[config.mk]
export PLATFORM = sky130hd
export DESIGN_NAME = eer_read_path
export DESIGN_NICKNAME = d
export VERILOG_FILES = /design/src/eer_pkg.sv /design/src/eer_read_path.sv
export SDC_FILE = /design/constraint.sdc
export NUM_CORES = 1
export LEC_CHECK = 0
export BUFFER_PORTS_ARGS = -buffer_cell sky130_fd_sc_hd__buf_2
export CAP_MARGIN = 20
export CORE_MARGIN = 2
export CORE_UTILIZATION = 40
export DETAILED_ROUTE_END_ITERATION = 16
export PLACE_DENSITY = 0.63
export SYNTH_ARGS = -nofsm -noshare
export SYNTH_HDL_FRONTEND = slang
export SYNTH_SLANG_ARGS = --single-unit
export TNS_END_PERCENT = 50
[constraint.sdc]
create_clock -name sys_clk_i -period 1.8 [get_ports sys_clk_i]
set_input_delay 0.36 -clock sys_clk_i [delete_from_list [all_inputs] [get_ports sys_clk_i]]
set_output_delay 0.36 -clock sys_clk_i [all_outputs]
set_load 0.01 [all_outputs]
[src/eer_pkg.sv]
// Package for the serial memory read path: widths, codes, states.
// Assumes one system clock; bus pins are sampled synchronously.
package eer_pkg;
  localparam int ADDR_W = 12;
  localparam logic [11:0] ADDR_TOP = 12'hfff;
  localparam logic [11:0] ADDR_RST = 12'h000;
  localparam logic [3:0] DEV_CODE = 4'ha;
  localparam logic [2:0] BIT_LAST = 3'h7;
  localparam logic DIR_READ = 1'b1;

  // Bus pin pair as sampled
  typedef struct packed {
    logic scl;
    logic sda;
  } eer_pins_t;

  // Memory read port
  typedef struct packed {
    logic [11:0] addr;
    logic [7:0] data;
  } eer_mem_t;

  typedef enum logic [2:0] {
    EER_IDLE = 3'b000,
    EER_DEVADR = 3'b001,
    EER_ACK = 3'b011,
    EER_ADRHI = 3'b010,
    EER_ADRLO = 3'b110,
    EER_TX = 3'b111,
    EER_MACK = 3'b101,
    EER_WAIT = 3'b100
  } eer_state_t;
endpackage

[src/eer_read_path.sv]
// Slave read path of a serial memory: address counter and read forms.
// Assumes SCL/SDA sampled on sys_clk_i, memory data valid one clock after address.
//
// Behaviour
// After access to address N the counter points to N plus one.
// Counter rolls from 4095 to zero and keeps reading.
// Matching read address is acknowledged, then the current byte shifts out.
// Master ends a single read with no acknowledge then STOP.
// Random read starts with a dummy write of the byte address.
// Master then issues repeated START and read-direction address.
// After repeated START the byte at the loaded address is sent.
// Sequential read begins from current or random read.
// Master acknowledges bytes it wants and ends with STOP.
// Each master acknowledge causes another byte from the next address.
// Every counter bit increments so the whole array is readable.
// Address byte LSB one selects read, zero selects write.
// Without master acknowledge the device releases SDA, waits for STOP.
// Dummy write address comes as two acknowledged bytes.
// During a programming cycle no request is answered.
// Twelve-bit counter advances after each transmitted byte.
// Counter loads right after the second address byte acknowledge; the code loads it at the SCL fall ending that byte, as the acknowledge starts.
`timescale 1ns/100ps
module eer_read_path
  import eer_pkg::*;
(
  input wire logic sys_clk_i,
  input wire logic rst_b_i,
  input wire eer_pins_t pins_i,
  input wire logic prog_busy_i,
  input wire logic [7:0] mem_data_i,
  output logic [11:0] mem_addr_o,
  output logic sda_o,
  output logic sda_oe_o,
  output logic [11:0] addr_cnt_o
);
  eer_state_t state;
  eer_pins_t pins_q;
  logic [2:0] bit_cnt;
  logic [7:0] shreg;
  logic [11:0] addr_cnt;
  logic [3:0] adr_hi;
  logic got_byte;
  eer_state_t ack_ret;
  logic ack_next;
  logic sda_oe;

  wire scl_rise = pins_i.scl & ~pins_q.scl;
  wire scl_fall = ~pins_i.scl & pins_q.scl;
  wire start_c = pins_i.scl & pins_q.scl & pins_q.sda & ~pins_i.sda;
  wire stop_c = pins_i.scl & pins_q.scl & ~pins_q.sda & pins_i.sda;

  // Next counter value; ADDR_TOP wraps explicitly to ADDR_RST
  function automatic logic [11:0] incr(input logic [11:0] a);
    return (a == ADDR_TOP) ? ADDR_RST : a + 12'h001;
  endfunction

  // ****************************************
  // Pin history for edge and condition detection
  // ****************************************
  always_ff @(posedge sys_clk_i or negedge rst_b_i) begin
    if (!rst_b_i) begin
      pins_q <= '{scl: 1'b1, sda: 1'b1};
    end else begin
      pins_q <= pins_i;
    end
  end

  // ****************************************
  // Protocol sequencer
  // ****************************************
  // Start/stop take priority over any bit activity
  always_ff @(posedge sys_clk_i or negedge rst_b_i) begin
    if (!rst_b_i) begin
      state <= EER_IDLE;
      ack_ret <= EER_WAIT;
      bit_cnt <= 3'h0;
      got_byte <= 1'b0;
      shreg <= 8'h00;
      ack_next <= 1'b0;
      adr_hi <= 4'h0;
      sda_oe <= 1'b0;
    end else if (stop_c) begin
      state <= EER_IDLE;
      got_byte <= 1'b0;
      sda_oe <= 1'b0;
    end else if (start_c) begin
      state <= prog_busy_i ? EER_IDLE : EER_DEVADR;
      bit_cnt <= 3'h0;
      got_byte <= 1'b0;
      sda_oe <= 1'b0;
    end else begin
      unique case (state)
        EER_IDLE, EER_WAIT: begin
          sda_oe <= 1'b0;
        end
        // The SCL fall right after a START also sees bit_cnt at zero,
        // so a flag marks a complete byte rather than the count alone
        EER_DEVADR, EER_ADRHI, EER_ADRLO: begin
          if (scl_rise) begin
            shreg <= {shreg[6:0], pins_i.sda};
            bit_cnt <= bit_cnt + 3'h1;
            got_byte <= (bit_cnt == BIT_LAST);
          end else if (scl_fall && got_byte) begin
            got_byte <= 1'b0;
            ack_next <= 1'b0;
            sda_oe <= 1'b1;
            state <= EER_ACK;
            if (state == EER_DEVADR) begin
              ack_next <= (shreg[0] == DIR_READ);
              ack_ret <= EER_ADRHI;
              if (shreg[7:4] != DEV_CODE) begin
                sda_oe <= 1'b0; // Foreign code: silent until STOP or START
                state <= EER_WAIT;
              end
            end else if (state == EER_ADRHI) begin
              adr_hi <= shreg[3:0];
              ack_ret <= EER_ADRLO;
            end else begin
              ack_ret <= EER_WAIT; // Data bytes belong to the write path
            end
          end
        end
        EER_ACK: begin
          // Ack held low until SCL falls after the ninth pulse
          if (scl_fall) begin
            bit_cnt <= 3'h0;
            if (ack_next) begin
              shreg <= mem_data_i;
              sda_oe <= ~mem_data_i[7];
              state <= EER_TX;
            end else begin
              sda_oe <= 1'b0;
              state <= ack_ret;
            end
          end
        end
        EER_TX: begin
          if (scl_fall) begin
            if (bit_cnt == BIT_LAST) begin
              sda_oe <= 1'b0; // Release for master acknowledge
              state <= EER_MACK;
            end else begin
              shreg <= {shreg[6:0], 1'b0};
              sda_oe <= ~shreg[6];
            end
            bit_cnt <= bit_cnt + 3'h1;
          end
        end
        EER_MACK: begin
          if (scl_rise) begin
            // No acknowledge: stay off the line until STOP or START
            state <= pins_i.sda ? EER_WAIT : EER_ACK;
            ack_next <= ~pins_i.sda;
          end
        end
      endcase
    end
  end

  // ****************************************
  // Address counter
  // ****************************************
  // Ack state also re-entered on master ack; the mem fetch happens at that fall
  always_ff @(posedge sys_clk_i or negedge rst_b_i) begin
    if (!rst_b_i) begin
      addr_cnt <= ADDR_RST;
    end else if (!stop_c && !start_c && state == EER_ADRLO && scl_fall && got_byte) begin
      addr_cnt <= {adr_hi, shreg};
    end else if (!stop_c && !start_c && state == EER_TX && scl_fall && bit_cnt == BIT_LAST) begin
      addr_cnt <= incr(addr_cnt);
    end
  end

  // ****************************************
  // Registered outputs
  // ****************************************
  always_ff @(posedge sys_clk_i or negedge rst_b_i) begin
    if (!rst_b_i) begin
      mem_addr_o <= ADDR_RST;
      sda_o <= 1'b1;
      sda_oe_o <= 1'b0;
      addr_cnt_o <= ADDR_RST;
    end else begin
      mem_addr_o <= addr_cnt;
      sda_o <= 1'b0; // Open drain: only ever pulls low
      sda_oe_o <= sda_oe;
      addr_cnt_o <= addr_cnt;
    end
  end

  // ****************************************
  // Checks
  // ****************************************
  chk_wrap_zero: assert property (@(posedge sys_clk_i) disable iff (!rst_b_i)
    (state == EER_TX && scl_fall && bit_cnt == BIT_LAST && !start_c && !stop_c
     && addr_cnt == ADDR_TOP) |=> addr_cnt == ADDR_RST)
    else $error("counter did not wrap to zero");
  chk_incr_byte: assert property (@(posedge sys_clk_i) disable iff (!rst_b_i)
    (state == EER_TX && scl_fall && bit_cnt == BIT_LAST && !start_c && !stop_c)
    |=> addr_cnt == incr($past(addr_cnt)))
    else $error("counter did not advance after byte");
  chk_nack_release: assert property (@(posedge sys_clk_i) disable iff (!rst_b_i)
    (state == EER_MACK && scl_rise && pins_i.sda && !start_c && !stop_c)
    |=> state == EER_WAIT ##1 !sda_oe_o)
    else $error("line not released after no acknowledge");
  chk_busy_quiet: assert property (@(posedge sys_clk_i) disable iff (!rst_b_i)
    (start_c && prog_busy_i && !stop_c) |=> state == EER_IDLE)
    else $error("request answered while busy");
  chk_load_addr: assert property (@(posedge sys_clk_i) disable iff (!rst_b_i)
    (state == EER_ADRLO && scl_fall && got_byte && !start_c && !stop_c)
    |=> addr_cnt == {$past(adr_hi), $past(shreg)})
    else $error("address not loaded after second byte");
  // A matching address must pull SDA low two clocks after the eighth fall
  chk_addr_ack: assert property (@(posedge sys_clk_i) disable iff (!rst_b_i)
    (state == EER_DEVADR && scl_fall && got_byte && shreg[7:4] == DEV_CODE
     && !start_c && !stop_c) |=> ##1 sda_oe_o)
    else $error("matching address not acknowledged");
endmodule // eer_read_path

==> summary.txt <==
Max Clock Skew: 10.7 ps
Combinational cell fraction of total power: 37.2%
Die Area: 7170 sq um
Final global-route overflow total: 0
DR top layer: met4
Number of filler cells placed in the layout: 602
Data arrival time at the worst-slack endpoint: 2040 ps
Outcome: finished with violations
I/O Buffers: 38
Routed length per instance: 14.2 um
Antenna violations before repair: 0
Share of synthesized cell area in and, or, nand and nor gates: 18.0%
Number of instances in the placed design: 400
Switching power share of the total: 36.0%
Synthesized netlist cell count: 264
Residual DRC: 0
Synth top area cells: dfrtp_1, o21ai_0, dfstp_2
Synth top area share: 45.2%
Post-synth top area cell: dfrtp_1
Mapped cell area: 2600 sq um
Pwr dens: 1060 nW/um^2
Most common cell in the synthesized netlist: dfrtp_1
Clock tree from TritonCTS: done
Diode insertion count for antenna repair: 0
Endpoint of the most critical register-to-register path: state[0]
Post-synthesis register bit count: 51
Top post-synthesis cells by count: dfrtp_1, nor2_1, o21ai_0, nand2_1, a21oi_1
Layout cell share with drive strength beyond 1: 39.7%
Type of the most critical hold path: input port to async pin
Max-cap violation count: 0
Fin worst setup slack: -56.3 ps
Kind of capture point of the worst setup path: flop
Unrepaired setup endpoints after global routing: yes
Pre-antenna DRT Iters: 4
Internal power: 2.31 mW
Share of synthesized flip-flops with an asynchronous set or reset: 100%
Hold-fix buffers at CTS: 0
Compound-Gate Fraction of Synth Area: 19.0%
Startpoint of the lowest-slack register-to-register path: bit_cnt[1]
TritonCTS Buffers: 5
Count of placed standard cells in the final layout, fillers left out: 417
Violations in the final reports: setup timing
Placement Setup Slack: -273 ps
Effective utilization at floorplan: 41.2%
Final Hold Viols: 0
Count of endpoints failing setup in the final report: 10
Metal3 WL: 204 um
Top_reg_cell synth: dfrtp_1
Adder-cell area share of the yosys netlist: 1.44%
GPL Wtd Cong: 0.849
Share of the cycle needed by the critical path after routing: 103%
Max-slew violation count: 0
Width of the chip: 84.7 um
Clk network pwr share: 18.3%
Clock transition at path regs: 100 ps
Clock Tree Buf Depth: 2
Register-to-Register Setup Slack: -60 ps
Number of nets at the end of the flow: 355
Placeable core area: 6310 sq um
Number of distinct library cells after synthesis: 48
Insertion delay of the later-clocked pin in the worst-skew pair: 300 ps
Net Switching: 1.30 mW
Global-route wire length before repair: 10100 um
Vias per std cell: 5.25
XOR/XNOR Fraction of Synth Area: 0.337%
Pin count of the biggest net entering global routing: 52
Sequential power share: 44.5%
Critical path fanouts, max: 3
Worst slack on hold paths: 21.5 ps
DR vias: 2190
Met1 wire length: 2900 um
Final routed wirelength across all metal layers: 5940 um
Period minus WS final: 1860 ps
Element type at the critical path start: flop
Number of synthesized flops with an enable pin: 0
Leakage: 1.59 nW
H-tree levels: 2
Cell Rows: 29
Pwr Total: 3.60 mW
Total of warnings raised by yosys: 0
Detail Route met2 WL: 2780 um
Dominant combinational cell family by area after synthesis: compound AO/OA/AOI/OAI gates
CP Data Required Time: 1990 ps
Highest clock rate: 539 MHz
Post-layout utilization of the core: 54.0%
Peak supply drop: 0.000812 V
Half-perimeter wire length after detailed placement: 4230 um
Syn Area/Cell: 9.86 sq um
Clock root cell: clkbuf_8
Area growth from synthesis to layout: 31.0%
Worst-case reg-to-reg path depth: 8
Sinks on Clock Net: 51
Category of the most critical setup path: flop to flop
ANT nets after route: 0
Die Ht: 84.7 um
Mux cell area share after synthesis: 5.19%
Vias in the first global route: 2050
Overall global routing resource usage: 17.2%
Number of nets in the synthesized netlist: 280
Seq. cell area: 1280 sq um
Area of the multi-input gates: 1270 sq um
Fraction of the yosys area taken by sequential cells: 49.2%
Starting DRT DRC Count: 133
Number of top-level design ports: 39
worst max-delay path, stage by stage (launching register included):
cell and delay, ps:
dfrtp_1 390, ha_2 210, ha_4 160, buf_6 110
nand2b_4 130, a22oi_2 190, o31ai_4 120, nor2_2 130
mux2_4 300
repair_timing:
item,4_1_cts,5_1_grt
endpoints found under the setup margin,23,23
pin swaps,2,8
gates cloned,1,0
buffers inserted,1,7
resized for setup,14,23
per-stage QoR:
step | area, sq um | setup TNS [ps]
6_report | 3410 | -211
2_1_floorplan | 2600 | 0
4_1_cts | 3260 | -84.4
3_3_place_gp | 3090 | -1810
5_1_grt | 3410 | -985
3_5_place_dp | 3090 | -2730
placed cells by master (no fill, tap or decap), drive strengths merged, types with 3 or more instances in the layout:
master / netlist / layout
ha: 3 / 3
clkbuf: 5 / 6
mux2i: 9 / 9
o311ai: 4 / 4
nand3: 9 / 9
dfrtp: 47 / 47
or3: 5 / 5
a221oi: 3 / 3
nor2: 29 / 29
inv: 10 / 11
o21ai: 22 / 22
dfstp: 4 / 4
nand2: 19 / 19
mux2: 4 / 4
nor3: 4 / 4
buf: 16 / 89
a21oi: 19 / 19
a32oi: 3 / 3
nand2b: 9 / 9
and3: 4 / 4
nand3b: 3 / 3
a22oi: 6 / 6
layout make-up:
type                            instances  area share (%)
Sequential cell                        51            37.6
Clock buffer                            6            2.13
Tap cell                               77            2.83
Inverter                               10            1.10
Multi-Input combinational cell        182            37.4
Timing Repair Buffer                   89            18.5
Clock inverter                          2           0.477
state kept, by name, indices dropped and copies added, names as in the netlist:
| signal | cells |
|---|---|
| sda_oe_o | 1 |
| sda_oe | 1 |
| bit_cnt | 3 |
| ack_ret | 2 |
| state | 3 |
| sda_o | 1 |
| addr_cnt | 12 |
| pins_q | 2 |
| shreg | 8 |
| ack_next | 1 |
| addr_cnt_o | 12 |
| adr_hi | 4 |
| got_byte | 1 |
logic make-up (layout without fill, tap and decap cells):
kind of cell,Yosys count,after routing
AOI/OAI and AO/OA,74,74
xor gates and xnor gates,1,1
adders and majority gates,3,3
buffers and inverters,31,107
DFF,51,51
muxes,13,13
other,1,1
and+or+nand+nor,90,90
power groups by stage:
| stage | Combinational (mW) | Sequential, mW | Clock, mW |
|---|---|---|---|
| 2_1_floorplan | 0.733 | 1.52 | 0 |
| 3_3_place_gp | 1.03 | 1.61 | 0 |
| 3_5_place_dp | 1.06 | 1.61 | 0 |
| 4_1_cts | 1.15 | 1.59 | 0.686 |
| 5_1_grt | 1.48 | 1.64 | 0.724 |
| 6_report | 1.34 | 1.61 | 0.658 |
worst max-delay path by stage:
| stage | cells after the start | to | from | slack (ps) |
|---|---|---|---|---|
| final | 8 | state[0] | bit_cnt[1] | -60 |
| after detailed placement | 8 | addr_cnt[6] | bit_cnt[0] | -270 |
| after global placement | 8 | addr_cnt[6] | bit_cnt[0] | -200 |
| after floorplan | 8 | shreg[4] | bit_cnt[0] | 20 |
| after global routing | 8 | state[0] | bit_cnt[1] | -130 |
| after CTS | 9 | state[1] | bit_cnt[1] | -50 |
routing by layer:
layer	up-vias	global-route usage, %
met5	-	0
met4	0	4.76
met3	5	2.36
met2	41	27.2
met1	1057	25.0
li1	1087	-
Note: power is estimated with default switching activity, not from simulation.
